<file path="src/shared/wsw_defs.svh">
`ifndef WSW_DEFS_SVH
`define WSW_DEFS_SVH

// register byte offsets
`define WSW_OFF_STATUS 8'h00
`define WSW_OFF_INTCTL 8'h04
`define WSW_OFF_TCFG 8'h08
`define WSW_OFF_OP 8'h0c
`define WSW_OFF_EVT_STAT 8'h10
`define WSW_OFF_EVT_CLR 8'h14
`define WSW_OFF_EVT_EN 8'h18

// processor_status fields
`define WSW_ST_TO 4
`define WSW_ST_PD 3
`define WSW_STATUS_RST 8'h18

// interrupt_control fields
`define WSW_IC_GIE 7
`define WSW_IC_EN_HI 5
`define WSW_IC_EN_LO 3
`define WSW_IC_FL_HI 2
`define WSW_IC_FL_LO 0
`define WSW_INTCTL_RST 8'h00

// timer_config fields
`define WSW_TC_PSA 3
`define WSW_TC_PS_HI 2
`define WSW_TC_PS_LO 0
`define WSW_TCFG_RST 8'hff

// operation register fields
`define WSW_OP_WATCHDOG_CLEAR_OP 0
`define WSW_OP_SLEEP 1

// timing
`define WSW_CLK_MHZ 25
`define WSW_WDT_PERIOD_US 18000

// bus answers
`define WSW_RESP_OKAY 2'h0
`define WSW_RESP_SLVERR 2'h2

`endif

</file>
<file path="src/shared/wsw_pkg.sv">
package wsw_pkg;

  typedef enum logic {
    WSW_RUN,
    WSW_SLEEP
  } wsw_state_t;

  // one bit per block event, same layout in status, clear and enable
  typedef struct packed {
    logic wake;
    logic sleep_nop;
    logic wdt_wake;
    logic wdt_reset;
  } wsw_evt_t;

endpackage

</file>
<file path="src/core/wsw_core.sv">
// What this block does
// - an enabled, flagged interrupt source is a wake cause regardless of global enable
// - sleep with a wake cause pending is a no-op; watchdog and flags untouched
// - sleep without pending cause completes: watchdog cleared, TO set, PD cleared
// - watchdog runs when config enable set; cleared enable disables it until reset
// - watchdog time-out while awake raises a full device reset
// - watchdog time-out while asleep wakes the device and execution continues
// - unscaled watchdog period is nominally 18 ms
// - prescaler may be given to the watchdog, ratios up to 1:128
// - clear op or sleep resets watchdog count and its assigned prescaler
// - any watchdog time-out clears the active-low time-out flag
// - prescaler assignment may be changed by firmware at any time
// - any wake from sleep clears the watchdog
// - interrupt wake with global enable clear resumes without vectoring
//
// Added by the designer: the register offsets and the AXI4-Lite interface to the registers.
`timescale 1ns/10ps
`default_nettype none
`include "wsw_defs.svh"

module wsw_core #(
  parameter int ADDR_W = 8,
  parameter int WDT_BASE_CYCLES = `WSW_WDT_PERIOD_US * `WSW_CLK_MHZ
) (
  // clock and reset
  input wire logic CLOCK,
  input wire logic RESET,
  // axi4-lite slave
  input wire logic [ADDR_W-1:0] S_AXI_AWADDR,
  input wire logic S_AXI_AWVALID,
  output logic S_AXI_AWREADY,
  input wire logic [31:0] S_AXI_WDATA,
  input wire logic [3:0] S_AXI_WSTRB,
  input wire logic S_AXI_WVALID,
  output logic S_AXI_WREADY,
  output logic [1:0] S_AXI_BRESP,
  output logic S_AXI_BVALID,
  input wire logic S_AXI_BREADY,
  input wire logic [ADDR_W-1:0] S_AXI_ARADDR,
  input wire logic S_AXI_ARVALID,
  output logic S_AXI_ARREADY,
  output logic [31:0] S_AXI_RDATA,
  output logic [1:0] S_AXI_RRESP,
  output logic S_AXI_RVALID,
  input wire logic S_AXI_RREADY,
  // configuration and core events
  input wire logic WATCHDOG_ENABLE_CFG,
  input wire logic [2:0] IRQ_EVENT,
  input wire logic PERIPH_WAKE,
  // core control
  output logic SLEEPING,
  output logic WAKE,
  output logic VECTOR,
  output logic DEVICE_RESET,
  output logic T0_TICK,
  output logic IRQ
);

  localparam int CW = $clog2(WDT_BASE_CYCLES + 1);

  logic aw_full_q, w_full_q, bvalid_q, rvalid_q;
  logic [ADDR_W-1:0] aw_addr_q;
  logic [7:0] wdata_q;
  logic wstrb0_q;
  logic [1:0] bresp_q, rresp_q;
  logic [31:0] rdata_q;
  logic [7:0] status_q, intctl_q, tcfg_q;
  wsw_pkg::wsw_evt_t evt, evt_stat_q, evt_en_q;
  wsw_pkg::wsw_state_t st_q;
  logic wdt_en_q;
  logic [CW-1:0] base_cnt_q;
  logic [7:0] pres_q;
  logic wake_q, vector_q, dev_rst_q, t0_q;
  logic wr_fire, wr_ok, wr_hit;
  logic rd_fire, rd_hit;
  logic [7:0] rd_val;
  logic clr_req, sleep_req, pending;
  logic prescaler_assign, base_tick, wdt_to, wdt_clear, pres_clear;
  logic [7:0] wdt_mask, t0_mask;

  // write channel capture
  assign S_AXI_AWREADY = !aw_full_q;
  assign S_AXI_WREADY = !w_full_q;
  assign wr_fire = aw_full_q && w_full_q && !bvalid_q;
  assign wr_ok = wr_fire && wstrb0_q;

  always_ff @(posedge CLOCK) begin
    if (RESET) begin
      aw_full_q <= 1'b0;
      aw_addr_q <= '0;
    end else if (S_AXI_AWVALID && !aw_full_q) begin
      aw_full_q <= 1'b1;
      aw_addr_q <= S_AXI_AWADDR;
    end else if (wr_fire) begin
      aw_full_q <= 1'b0;
    end
  end

  always_ff @(posedge CLOCK) begin
    if (RESET) begin
      w_full_q <= 1'b0;
      wdata_q <= 8'h00;
      wstrb0_q <= 1'b0;
    end else if (S_AXI_WVALID && !w_full_q) begin
      w_full_q <= 1'b1;
      wdata_q <= S_AXI_WDATA[7:0];
      wstrb0_q <= S_AXI_WSTRB[0];
    end else if (wr_fire) begin
      w_full_q <= 1'b0;
    end
  end

  always_comb begin
    unique case (aw_addr_q)
      `WSW_OFF_STATUS, `WSW_OFF_INTCTL, `WSW_OFF_TCFG, `WSW_OFF_OP,
      `WSW_OFF_EVT_STAT, `WSW_OFF_EVT_CLR, `WSW_OFF_EVT_EN: wr_hit = 1'b1;
      default: wr_hit = 1'b0;
    endcase
  end

  always_ff @(posedge CLOCK) begin
    if (RESET) begin
      bvalid_q <= 1'b0;
      bresp_q <= `WSW_RESP_OKAY;
    end else if (wr_fire) begin
      bvalid_q <= 1'b1;
      bresp_q <= wr_hit ? `WSW_RESP_OKAY : `WSW_RESP_SLVERR;
    end else if (S_AXI_BREADY) begin
      bvalid_q <= 1'b0;
    end
  end

  assign S_AXI_BVALID = bvalid_q;
  assign S_AXI_BRESP = bresp_q;

  // read channel
  assign S_AXI_ARREADY = !rvalid_q;
  assign rd_fire = S_AXI_ARVALID && !rvalid_q;

  always_comb begin
    rd_hit = 1'b1;
    rd_val = 8'h00;
    unique case (S_AXI_ARADDR)
      `WSW_OFF_STATUS: rd_val = status_q;
      `WSW_OFF_INTCTL: rd_val = intctl_q;
      `WSW_OFF_TCFG: rd_val = tcfg_q;
      `WSW_OFF_EVT_STAT: rd_val = {4'h0, evt_stat_q};
      `WSW_OFF_EVT_EN: rd_val = {4'h0, evt_en_q};
      `WSW_OFF_OP, `WSW_OFF_EVT_CLR: rd_val = 8'h00;
      default: rd_hit = 1'b0;
    endcase
  end

  always_ff @(posedge CLOCK) begin
    if (RESET) begin
      rvalid_q <= 1'b0;
      rdata_q <= 32'h0000_0000;
      rresp_q <= `WSW_RESP_OKAY;
    end else if (rd_fire) begin
      rvalid_q <= 1'b1;
      rdata_q <= {24'h00_0000, rd_val};
      rresp_q <= rd_hit ? `WSW_RESP_OKAY : `WSW_RESP_SLVERR;
    end else if (S_AXI_RREADY) begin
      rvalid_q <= 1'b0;
    end
  end

  assign S_AXI_RVALID = rvalid_q;
  assign S_AXI_RDATA = rdata_q;
  assign S_AXI_RRESP = rresp_q;

  // core operations
  assign clr_req = wr_ok && aw_addr_q == `WSW_OFF_OP &&
    wdata_q[`WSW_OP_WATCHDOG_CLEAR_OP];
  assign sleep_req = wr_ok && aw_addr_q == `WSW_OFF_OP &&
    wdata_q[`WSW_OP_SLEEP];
  assign pending = |(intctl_q[`WSW_IC_EN_HI:`WSW_IC_EN_LO] &
    intctl_q[`WSW_IC_FL_HI:`WSW_IC_FL_LO]) || PERIPH_WAKE;

  // interrupt_control: hardware flag set wins over software write
  always_ff @(posedge CLOCK) begin
    if (RESET) begin
      intctl_q <= `WSW_INTCTL_RST;
    end else begin
      if (wr_ok && aw_addr_q == `WSW_OFF_INTCTL) begin
        intctl_q <= wdata_q;
      end
      intctl_q[`WSW_IC_FL_HI:`WSW_IC_FL_LO] <= IRQ_EVENT |
        ((wr_ok && aw_addr_q == `WSW_OFF_INTCTL) ?
        wdata_q[`WSW_IC_FL_HI:`WSW_IC_FL_LO] :
        intctl_q[`WSW_IC_FL_HI:`WSW_IC_FL_LO]);
    end
  end

  // timer_config, writable at any time
  always_ff @(posedge CLOCK) begin
    if (RESET) begin
      tcfg_q <= `WSW_TCFG_RST;
    end else if (wr_ok && aw_addr_q == `WSW_OFF_TCFG) begin
      tcfg_q <= wdata_q;
    end
  end

  // block events
  always_comb begin
    evt.wdt_reset = wdt_to && st_q == wsw_pkg::WSW_RUN;
    evt.wdt_wake = wdt_to && st_q == wsw_pkg::WSW_SLEEP;
    evt.sleep_nop = sleep_req && pending && st_q == wsw_pkg::WSW_RUN;
    evt.wake = pending && st_q == wsw_pkg::WSW_SLEEP;
  end

  // sleep state
  always_ff @(posedge CLOCK) begin
    if (RESET) begin
      st_q <= wsw_pkg::WSW_RUN;
    end else begin
      unique case (st_q)
        wsw_pkg::WSW_RUN: begin
          if (sleep_req && !pending) begin
            st_q <= wsw_pkg::WSW_SLEEP;
          end
        end
        wsw_pkg::WSW_SLEEP: begin
          if (evt.wake || evt.wdt_wake) begin
            st_q <= wsw_pkg::WSW_RUN;
          end
        end
      endcase
    end
  end

  // processor_status: TO and PD are hardware owned
  always_ff @(posedge CLOCK) begin
    if (RESET) begin
      status_q <= `WSW_STATUS_RST;
    end else begin
      if (wr_ok && aw_addr_q == `WSW_OFF_STATUS) begin
        status_q <= wdata_q;
        status_q[`WSW_ST_TO] <= status_q[`WSW_ST_TO];
        status_q[`WSW_ST_PD] <= status_q[`WSW_ST_PD];
      end
      if (sleep_req && !pending && st_q == wsw_pkg::WSW_RUN) begin
        status_q[`WSW_ST_TO] <= 1'b1;
        status_q[`WSW_ST_PD] <= 1'b0;
      end
      if (wdt_to) begin
        status_q[`WSW_ST_TO] <= 1'b0;
      end
    end
  end

  // watchdog enable held from reset, cannot be changed afterwards
  always_ff @(posedge CLOCK) begin
    if (RESET) begin
      wdt_en_q <= WATCHDOG_ENABLE_CFG;
    end
  end

  // shared prescaler and watchdog counter
  assign prescaler_assign = tcfg_q[`WSW_TC_PSA];
  assign wdt_mask = (8'h01 << tcfg_q[`WSW_TC_PS_HI:`WSW_TC_PS_LO]) - 8'h01;
  assign t0_mask = (8'h02 << tcfg_q[`WSW_TC_PS_HI:`WSW_TC_PS_LO]) - 8'h01;
  assign base_tick = base_cnt_q == CW'(WDT_BASE_CYCLES - 1);
  assign wdt_to = wdt_en_q && base_tick &&
    (!prescaler_assign || (pres_q & wdt_mask) == wdt_mask);
  assign wdt_clear = clr_req || (sleep_req && !pending &&
    st_q == wsw_pkg::WSW_RUN) || evt.wake || wdt_to;
  assign pres_clear = (wdt_clear && prescaler_assign) ||
    (wr_ok && aw_addr_q == `WSW_OFF_TCFG && wdata_q[`WSW_TC_PSA] != prescaler_assign);

  always_ff @(posedge CLOCK) begin
    if (RESET || !wdt_en_q || wdt_clear || base_tick) begin
      base_cnt_q <= '0;
    end else begin
      base_cnt_q <= base_cnt_q + CW'(1);
    end
  end

  always_ff @(posedge CLOCK) begin
    if (RESET || pres_clear) begin
      pres_q <= 8'h00;
    end else if (prescaler_assign ? base_tick : 1'b1) begin
      pres_q <= pres_q + 8'h01;
    end
  end

  always_ff @(posedge CLOCK) begin
    if (RESET) begin
      t0_q <= 1'b0;
    end else begin
      t0_q <= !prescaler_assign && (pres_q & t0_mask) == t0_mask;
    end
  end

  // core control pulses
  always_ff @(posedge CLOCK) begin
    if (RESET) begin
      wake_q <= 1'b0;
      vector_q <= 1'b0;
      dev_rst_q <= 1'b0;
    end else begin
      wake_q <= evt.wake || evt.wdt_wake;
      vector_q <= evt.wake && intctl_q[`WSW_IC_GIE];
      dev_rst_q <= evt.wdt_reset;
    end
  end

  assign SLEEPING = st_q == wsw_pkg::WSW_SLEEP;
  assign WAKE = wake_q;
  assign VECTOR = vector_q;
  assign DEVICE_RESET = dev_rst_q;
  assign T0_TICK = t0_q;

  // event status, clear and enable; set wins over clear
  always_ff @(posedge CLOCK) begin
    if (RESET) begin
      evt_stat_q <= '0;
    end else if (wr_ok && aw_addr_q == `WSW_OFF_EVT_CLR) begin
      evt_stat_q <= (evt_stat_q & ~wsw_pkg::wsw_evt_t'(wdata_q[3:0])) | evt;
    end else begin
      evt_stat_q <= evt_stat_q | evt;
    end
  end

  always_ff @(posedge CLOCK) begin
    if (RESET) begin
      evt_en_q <= '0;
    end else if (wr_ok && aw_addr_q == `WSW_OFF_EVT_EN) begin
      evt_en_q <= wsw_pkg::wsw_evt_t'(wdata_q[3:0]);
    end
  end

  assign IRQ = |(evt_stat_q & evt_en_q);
endmodule

`default_nettype wire

</file>
<file path="config.mk">
export PLATFORM = sky130hd
export DESIGN_NAME = wsw_core
export DESIGN_NICKNAME = d
export VERILOG_FILES = /design/src/shared/wsw_pkg.sv /design/src/core/wsw_core.sv
export VERILOG_INCLUDE_DIRS = /design/src /design/src/shared
export SDC_FILE = /design/constraint.sdc
export NUM_CORES = 1
export LEC_CHECK = 0
export BUFFER_PORTS_ARGS = -buffer_cell sky130_fd_sc_hd__buf_2
export CAP_MARGIN = 20
export CELL_PAD_IN_SITES_DETAIL_PLACEMENT = 1
export CELL_PAD_IN_SITES_GLOBAL_PLACEMENT = 1
export CORE_MARGIN = 1
export CORE_UTILIZATION = 39
export DETAILED_ROUTE_END_ITERATION = 8
export PLACE_DENSITY_LB_ADDON = 0.12
export SLEW_MARGIN = 20
export SYNTH_ARGS = -nofsm -noshare
export SYNTH_HDL_FRONTEND = slang
export SYNTH_SLANG_ARGS = --single-unit
export TNS_END_PERCENT = 10
</file>
<file path="constraint.sdc">
create_clock -name CLOCK -period 2.9 [get_ports CLOCK]
set_input_delay 0.435 -clock CLOCK [delete_from_list [all_inputs] [get_ports CLOCK]]
set_output_delay 0.435 -clock CLOCK [all_outputs]
set_load 0.05 [all_outputs]
</file>
==> results of run 1 <==
==> cells by family (layout without fill, tap and decap cells) <==
kind of cell,after synthesis,after routing
muxes,34,34
adders and majority gates,3,3
other,1,26
buffers and inverters,63,92
and+or+nand+nor,220,220
DFF,96,96
AOI/OAI and AO/OA,83,83
xor gates and xnor gates,21,21
==> metrics by stage <==
step | instances | power [uW] | utilization (%)
2_1_floorplan | 546 | 1641 | -
3_3_place_gp | 699 | 1680 | 43.36
4_1_cts | 715 | 2989 | 46.29
5_1_grt | 715 | 3060 | 46.29
6_report | 715 | 2953 | 46.29
3_5_place_dp | 699 | 1686 | 43.36
==> state kept, by name, indices dropped and copies added (netlist names), 8 cells and up <==
name and count:
S_AXI_RDATA 8, pres_q 8, aw_addr_q 8, base_cnt_q 19, wdata_q 8, status_q 8, intctl_q 8, tcfg_q 8
==> final cells by class <==
cell class / instances / area share, %
multi-input cells: 387 / 44.70
flip-flops and latches: 96 / 38.00
repair buffers: 64 / 6.645
clock buffers: 11 / 4.775
well taps: 140 / 3.446
clock inverters: 5 / 1.551
inverters: 12 / 0.8860
==> cells in the mapped netlist (12+ instances only) <==
cell type  number
nor2_1         87
mux2i_1        34
o21ai_0        13
nand2_1        54
clkbuf_1       18
dfxtp_1        95
inv_1          12
nand3_1        12
a21oi_1        19
nor3_1         12
buf_4          26
xor2_1         14
==> how the worst min path moves through the flow <==
stage | end | slack, ns | depth (start not counted)
after floorplan | status_q[3] | 0.43 | 1
after global placement | base_cnt_q[0] | 0.44 | 1
after detailed placement | S_AXI_RDATA[4] | 0.44 | 2
after CTS | S_AXI_RVALID | 0.25 | 2
after global routing | S_AXI_RVALID | 0.26 | 2
final | S_AXI_RVALID | 0.26 | 2
==> critical path, delay by kind of cell, from the launching register on <==
| family | cells | cell delay [ns] |
|---|---|---|
| simple gates | 5 | 1.21 |
| compound gates | 3 | 0.61 |
| flops | 1 | 0.40 |
| fa+ha+maj | 1 | 0.28 |
| buf+inv | 1 | 0.07 |
==> layer usage <==
metal,vias up,GRT usage (%),share of wire [%]
li1,1857,-,-
met1,1836,23.53,46
met2,49,34.58,50
met3,9,5.380,3.2
met4,0,5.309,1.1
met5,-,0,0
==> power breakdown <==
part / internal [uW] / switching, uW
Sequential: 1350 / 33.1
Combinational: 67.5 / 203
Clock: 780 / 518
==> impl_metrics.py, run 1 <==
metrics = {
    "run_status": {
        "status": "finished clean",
    },
    "route": {
        "post_drt_wl_per_cell_um": 15.39,
        "wl_um": 11000,
        "drt_first_iter_violations": 123,
        "avgViaCountPerCell": 5.246,
        "ant_nets": 0,
        "num_vias": 3751,
        "first_pass_iters": 4,
        "drc": 0,
    },
    "timing": {
        "setup_ws_ns": 0.2007,
        "slew_viol_final": 0,
        "timing.fmax_mhz": 370.5,
        "fin_crit_sh_pct": 93.08,
        "setup_violations": 0,
        "setup_tns_ns": 0,
        "hold_viol_final": 0,
        "hold_slack_ns": 0.2647,
        "rsz0062_at_grt": "no",
        "slew_headroom_pct": 39.71,
        "skew_ns": 0.009218,
        "worst_slew_pin_slew_ns": 0.9024,
        "period_needed_ns": 2.699,
    },
    "die": {
        "chipWidth_um": 108.8,
        "pin_count": 111,
        "design.core.area_mm2": 0.01098,
        "die_h_um": 108.8,
        "dieArea_mm2": 0.01183,
        "fp-row-count": 38,
        "start_util_pct": 40.49,
    },
    "clock_tree": {
        "postCtsHoldBufs": 0,
        "clock_sinks": 96,
        "cts_buffers": 9,
        "path_clk_slew_ns": 0.07,
        "clockBufferDepth": 2,
        "h-tree-depth": 3,
        "post_cts_buffers": 0,
        "cts_tree": "built",
        "ctsResizeCount": 0,
        "root_buffer": "clkbuf_16",
        "worstSkewPairLatency_ns": 0.35,
    },
    "worst_setup_path": {
        "cp_cell_sequence": "or2_1 > nor2_1 > inv_1 > ha_1 > and2_0 > o21ai_0 > a211oi_1 > or4b_1 > o21ai_2 > nor2_1",
        "r2r_slack_ns": 0.20,
        "critPathKind": "reg2reg",
        "critPathArrivalTime_ns": 2.92,
        "r2r_start": "tcfg_q[2]",
        "startpoint": "tcfg_q[2]",
        "cp_slowest_cell": "or4b_1",
        "startpoint_type": "flop",
        "endpoint": "pres_q[5]",
        "cp.required_ns": 3.12,
        "path_max_fanout": 10,
        "worstRegToRegCells": 10,
        "end_kind": "flop",
        "critical-path-max-stage-delay_ns": 0.49,
        "crit_top_cell": "nor2_1",
        "r2r_end": "pres_q[5]",
    },
    "global_routing": {
        "grt_start_max_net_pins": 38,
        "antenna_found_initial": 0,
        "grt.total_usage_pct": 19.70,
        "globalRouteOverflowTotal": 0,
        "grt_pass1_vias": 3663,
        "grt_pass1_wl_um": 17930,
    },
    "placed_design": {
        "place_area_mm2": 0.004762,
        "io_buffers": 57,
        "gp_congestion": 0.7517,
        "pre_cts_ws_ns": 0.2169,
        "dp.final_hpwl_um": 8020,
    },
    "finish": {
        "syn_to_final_growth_pct": 14.32,
        "regArea_mm2": 0.001932,
        "fillerInstances": 1334,
        "mostFrequentLayoutCell": "dfxtp_1",
        "final_cell_area_mm2": 0.005084,
        "fin_nets": 637,
        "drive_gt1_share_pct": 14.78,
        "num_antenna_cells": 0,
        "final_cell_mix": "dfxtp_1 (95), nor2_1 (87), buf_2 (57)",
        "multi_input_area_mm2": 0.002272,
    },
    "synthesis": {
        "muxShareOfSynthArea_pct": 7.653,
        "ys_async_sr_fraction_pct": 0,
        "synth_cells": 521,
        "mappedNetlistArea_mm2": 0.004447,
        "synth.area.top_cells": "dfxtp_1 (43%), mux2i_1 (7.7%), nor2_1 (7.3%)",
        "yosys_most_used_dff": "dfxtp_1",
        "yosys_warnings": 0,
        "yosys.cell_types.count": 59,
        "synth_xor_xnor_area_share_pct": 4.136,
        "syn_avg_cell_area_um2": 8.535,
        "synth_top_family_by_area": "simple AND/OR/NAND/NOR gates",
        "yosys.area.top_type": "dfxtp_1",
        "synth_compound_area_share_pct": 12.72,
        "ys_seq_area_share_pct": 43.44,
        "synth_fa_ha_area_share_pct": 0.8441,
        "synth-edff-count": 1,
        "synth_top_area_share_pct": 42.77,
        "synth_seq_cells": 96,
        "synthSimpleGateAreaFrac_pct": 23.55,
    },
    "flow_run": {
        "maxCapViolCount": 0,
    },
    "worst_hold_path": {
        "hold_class": "in2reg",
        "worstHoldStart": "S_AXI_RREADY",
    },
    "power": {
        "power_density_mw_per_mm2": 580.9,
        "p_leak_uw": 0.002049,
        "peakVddDrop_mv": 0.3789,
    },
}
No activity file was read; power rests on OpenSTA's default activity.
==> inputs of run 2 (changes only) <==
- clock period: 2.9 -> 2.71 ns (I/O delays scaled with it)
==> run 2 against run 1 <==
Via count is 0.27% higher. Global-route usage is 0.79 points higher. Utilization is 0.35 points higher. Worst hold slack worse by 0.026 ns. Sequential cell count stayed put. Sequential power is 7% higher. Die area stayed put. Cell area is 0.76% higher. Cell count is 0.98% higher. Clock power hardly changed. Largest power group unchanged.
==> impl_metrics.py, run 2 (same netlist as run 1, synthesis figures left out) <==
metrics = {
    "placed_design": {
        "dp_cells": 706,
        "gp_congestion": 0.7265,
        "io_buffers": 57,
        "place_area_mm2": 0.004815,
        "dp.final_hpwl_um": 8215,
    },
    "worst_setup_path": {
        "end_kind": "flop",
        "critPathArrivalTime_ns": 2.76,
        "critPathKind": "reg2reg",
        "startpoint_type": "flop",
        "path_max_fanout": 8,
        "cp.required_ns": 2.94,
    },
    "finish": {
        "fin_nets": 644,
        "mostFrequentLayoutCell": "dfxtp_1",
        "post-route-util_pct": 46.64,
        "syn_to_final_growth_pct": 15.19,
        "multi_input_area_mm2": 0.002272,
        "num_antenna_cells": 0,
        "final_cell_mix": "dfxtp_1 (95), nor2_1 (87), buf_2 (57)",
        "final_cell_area_mm2": 0.005122,
        "regMostFlops": "base_cnt_q",
        "regArea_mm2": 0.001932,
        "drive_gt1_share_pct": 15.98,
        "largest_reg_flops": 19,
        "fillerInstances": 1359,
        "fin_cells": 722,
    },
    "timing": {
        "hold_slack_ns": 0.2386,
        "rsz0062_at_grt": "yes",
        "setup_violations": 0,
        "timing.fmax_mhz": 395.0,
        "hold_viol_final": 0,
        "slew_headroom_pct": 39.50,
        "period_needed_ns": 2.531,
        "fin_crit_sh_pct": 93.41,
        "worst_slew_pin_slew_ns": 0.9056,
        "skew_ns": 0.009997,
        "slew_viol_final": 0,
    },
    "global_routing": {
        "grt_pass1_wl_um": 18430,
        "globalRouteOverflowTotal": 0,
        "grt_pass1_vias": 3761,
        "antenna_found_initial": 0,
        "grt_start_max_net_pins": 38,
        "grt.total_usage_pct": 20.49,
    },
    "route": {
        "ant_nets": 0,
        "num_vias": 3761,
        "drt_first_iter_violations": 134,
        "avgViaCountPerCell": 5.209,
        "first_pass_iters": 4,
        "wl_um": 11260,
        "post_drt_wl_per_cell_um": 15.59,
        "drc": 0,
    },
    "die": {
        "pin_count": 111,
        "start_util_pct": 40.49,
        "chipWidth_um": 108.8,
        "fp-row-count": 38,
        "design.core.area_mm2": 0.01098,
        "dieArea_mm2": 0.01183,
        "die_h_um": 108.8,
    },
    "clock_tree": {
        "cts_buffers": 9,
        "cts_tree": "built",
        "clockBufferDepth": 2,
        "worstSkewPairLatency_ns": 0.35,
        "root_buffer": "clkbuf_16",
        "h-tree-depth": 3,
        "ctsResizeCount": 0,
        "clock_sinks": 96,
        "path_clk_slew_ns": 0.07,
    },
    "power": {
        "peakVddDrop_mv": 0.3227,
        "power_density_mw_per_mm2": 604.6,
        "p_leak_uw": 0.002071,
    },
    "run_status": {
        "status": "finished clean",
    },
    "worst_hold_path": {
        "hold_class": "in2reg",
    },
    "flow_run": {
        "maxCapViolCount": 0,
    },
}
-- run 2: cell count changes in the layout (fill, tap and decap cells not counted), sizes merged --
| cell | change |
|---|---|
| clkinvlp | +2 |
| buf | +7 |
| inv | -1 |
| bufinv | -1 |
-- run 2: path summary, 6_finish.rpt --
check               startpoint  slack [ns]  cells after the start      endpoint
setup / recovery     tcfg_q[1]        0.18                     10     pres_q[5]
hold / removal    S_AXI_RREADY        0.24                      2  S_AXI_RVALID
setup reg to reg     tcfg_q[1]        0.18                     10     pres_q[5]
hold reg to reg       wstrb0_q        0.46                      2      wstrb0_q
-- run 2: cell type report --
class / instances / area share (%)
inverters: 12 / 0.8793
clock inverters: 5 / 1.075
well taps: 140 / 3.420
repair buffers: 71 / 7.621
multi-input cells: 387 / 44.36
flip-flops and latches: 96 / 37.71
clock buffers: 11 / 4.934
-- run 2: worst max-delay path: stages (launching register included) --
cell	delay (ns)
dfxtp_1	0.31
or2_1	0.24
nor2_1	0.18
inv_1	0.07
ha_1	0.27
and2_0	0.17
o21ai_0	0.15
a211oi_1	0.12
or4b_1	0.49
o21ai_2	0.33
nor2_1	0.09
-- run 2: layer usage --
metal | share of wire [%] | up-vias | global-route usage, %
met5 | 0 | - | 0
met4 | 1.8 | 0 | 8.591
met3 | 2.7 | 15 | 3.467
met2 | 50 | 63 | 36.08
met1 | 45 | 1813 | 24.52
li1 | - | 1870 | -
-- run 2: what timing repair did --
item | 4_1_cts | 5_1_grt
hold endpoints to repair | 0 | 0
hold buffers | 0 | 0
endpoints found under the setup margin | 0 | 8
setup buffers | 0 | 0
-- run 2: metrics by stage --
step                total power [uW]  TNS, ns  worst slack [ns]
global placement                1799        0            0.2493
floorplan                       1756        0            0.3113
CTS                             3129        0            0.1400
global route                    3219  -0.3374          -0.05896
finish                          3097        0            0.1786
detailed placement              1805        0            0.1830
-- run 2: where the power goes --
group | switching [uW] | internal (uW) | leakage [uW]
combinational | 218 | 73.7 | 0.00114
sequential | 35.5 | 1450 | 0.000781
clock | 561 | 763 | 0.000148
total | 815 | 2280 | 0.00207
==> inputs of run 3 (changes only) <==
- CORE_UTILIZATION: 39 -> 35
- clock period: 2.71 -> 2.3 ns (I/O delays scaled with it)
==> run 3 against run 2 <==
Setup slack got worse by 0.080 ns. Global-route usage decreased by 0.97 points. Via count increased by 3.6%. Cell area grew 5.9%. Maximum frequency up 15%. Worst hold slack got worse by 0.050 ns. Sequential power rose by 18%. Utilization shrank 2.2 points. Combinational power grew 29%. Critical path type unchanged.
==> impl_metrics.py, run 3 (same netlist as run 1, synthesis figures left out) <==
metrics = {
    "clock_tree": {
        "cts_tree": "built",
        "clock_sinks": 96,
        "path_clk_slew_ns": 0.07,
        "clockBufferDepth": 2,
        "h-tree-depth": 3,
        "worstSkewPairLatency_ns": 0.35,
        "root_buffer": "clkbuf_16",
        "cts_buffers": 9,
    },
    "route": {
        "first_pass_iters": 5,
        "drt_first_iter_violations": 175,
        "wl_um": 11820,
        "drc": 0,
        "ant_nets": 0,
        "num_vias": 3898,
        "post_drt_wl_per_cell_um": 15.27,
        "avgViaCountPerCell": 5.036,
    },
    "die": {
        "pin_count": 111,
        "chipWidth_um": 114.7,
        "dieArea_mm2": 0.01316,
        "fp-row-count": 40,
        "design.core.area_mm2": 0.01221,
        "start_util_pct": 36.41,
        "die_h_um": 114.7,
    },
    "finish": {
        "multi_input_area_mm2": 0.002359,
        "largest_reg_flops": 19,
        "fillerInstances": 1520,
        "regArea_mm2": 0.001936,
        "drive_gt1_share_pct": 22.28,
        "fin_nets": 668,
        "mostFrequentLayoutCell": "dfxtp_1",
        "final_cell_mix": "dfxtp_1 (92), nor2_1 (85), buf_2 (57)",
        "fin_cells": 774,
        "num_antenna_cells": 0,
        "regMostFlops": "base_cnt_q",
        "syn_to_final_growth_pct": 22.00,
    },
    "timing": {
        "setup_tns_ns": 0,
        "hold_viol_final": 0,
        "slew_viol_final": 0,
        "worst_slew_pin_slew_ns": 0.7731,
        "timing.fmax_mhz": 454.3,
        "fin_crit_sh_pct": 95.71,
        "slew_headroom_pct": 48.35,
        "skew_ns": 0.01226,
        "period_needed_ns": 2.201,
        "setup_violations": 0,
    },
    "worst_setup_path": {
        "end_kind": "flop",
        "cp_slowest_cell": "or4b_4",
        "cp_cell_sequence": "or3b_1 > nor4_4 > a211o_1 > or4b_4 > o21ai_4 > nor2_1",
        "startpoint_type": "flop",
        "cp.required_ns": 2.53,
        "critPathKind": "reg2reg",
        "critical-path-max-stage-delay_ns": 0.47,
        "path_max_fanout": 8,
        "critPathArrivalTime_ns": 2.43,
    },
    "power": {
        "power_density_mw_per_mm2": 657.7,
        "peakVddDrop_mv": 0.4941,
        "comb_power_share_pct": 10.5,
        "p_leak_uw": 0.002197,
        "seqPwrFrac_pct": 48.7,
        "p_sw_share_pct": 27.62,
        "power.total_uw": 3568,
        "p_switching_uw": 985.5,
        "clkPwrFrac_pct": 40.7,
        "p_int_uw": 2582,
    },
    "global_routing": {
        "antenna_found_initial": 0,
        "grt_pass1_wl_um": 19940,
        "grt_start_max_net_pins": 56,
        "grt_pass1_vias": 4009,
        "grt.total_usage_pct": 19.52,
        "globalRouteOverflowTotal": 0,
    },
    "placed_design": {
        "dp.final_hpwl_um": 8867,
        "dp_cells": 756,
        "gp_congestion": 0.7467,
        "io_buffers": 57,
    },
    "worst_hold_path": {
        "hold_class": "in2reg",
    },
    "flow_run": {
        "maxCapViolCount": 0,
    },
    "run_status": {
        "status": "finished clean",
    },
}
[run 3: changes by cell type in the layout (fill, tap and decap cells not counted), moves of 2 or more]
cell      delta
buf_4       +22
dfxtp_1      -3
dfxtp_2      +3
clkinv_2     -2
ha_1         -2
ha_4         +2
nor2_1       -2
[run 3: power by group through the flow]
stage | Clock, uW | Combinational, uW | Sequential [uW]
6_report | 1450 | 376 | 1740
5_1_grt | 1600 | 406 | 1740
4_1_cts | 1510 | 377 | 1740
3_5_place_dp | 0 | 376 | 1780
3_3_place_gp | 0 | 369 | 1770
2_1_floorplan | 0 | 269 | 1800
[run 3: worst max-delay path, delay by kind of cell (launching register included)]
family	cells	cell delay, ns
DFF	1	0.35
and+or+nand+nor	4	1.28
AOI/OAI and AO/OA	2	0.45
[run 3: metal layers]
layer,part of all wire [%],GRT usage [%]
met3,3.4,5.188
met5,0,0
met1,45,23.91
met2,51,33.45
met4,1.3,6.061
[run 3: layout make-up]
type | instances | area share (%)
Clock inverter | 6 | 0.9225
Timing Repair Buffer | 95 | 10.82
Multi-Input combinational cell | 387 | 43.47
Sequential cell | 96 | 35.68
Tap cell | 168 | 3.875
Inverter | 12 | 0.8303
Clock buffer | 10 | 4.405
[run 3: final timing paths]
kind	slack, ns	cells past startpoint	start	end
max	0.1	6	wstrb0_q	pres_q[3]
min	0.19	2	S_AXI_RREADY	S_AXI_RVALID
max reg2reg	0.1	6	wstrb0_q	pres_q[3]
min reg2reg	0.45	2	S_AXI_RDATA[7]	S_AXI_RDATA[7]
[run 3: timing repair]
item	CTS	global route
hold buffers	0	0
gates resized for setup	2	17
setup endpoints to repair	14	20
setup buffers	0	2
pin swaps	5	1
[run 3: stage by stage]
step	util, %	setup WS (ns)	instance area (um^2)	hold WS (ns)
2_1_floorplan	-	-0.06165	4571	0.4258
3_3_place_gp	41.32	-0.07102	5046	0.4443
3_5_place_dp	41.32	-0.1502	5046	0.4455
4_1_cts	43.77	-0.01723	5345	0.1678
5_1_grt	44.43	-0.02101	5425	0.1644
6_report	44.43	0.09861	5425	0.1885
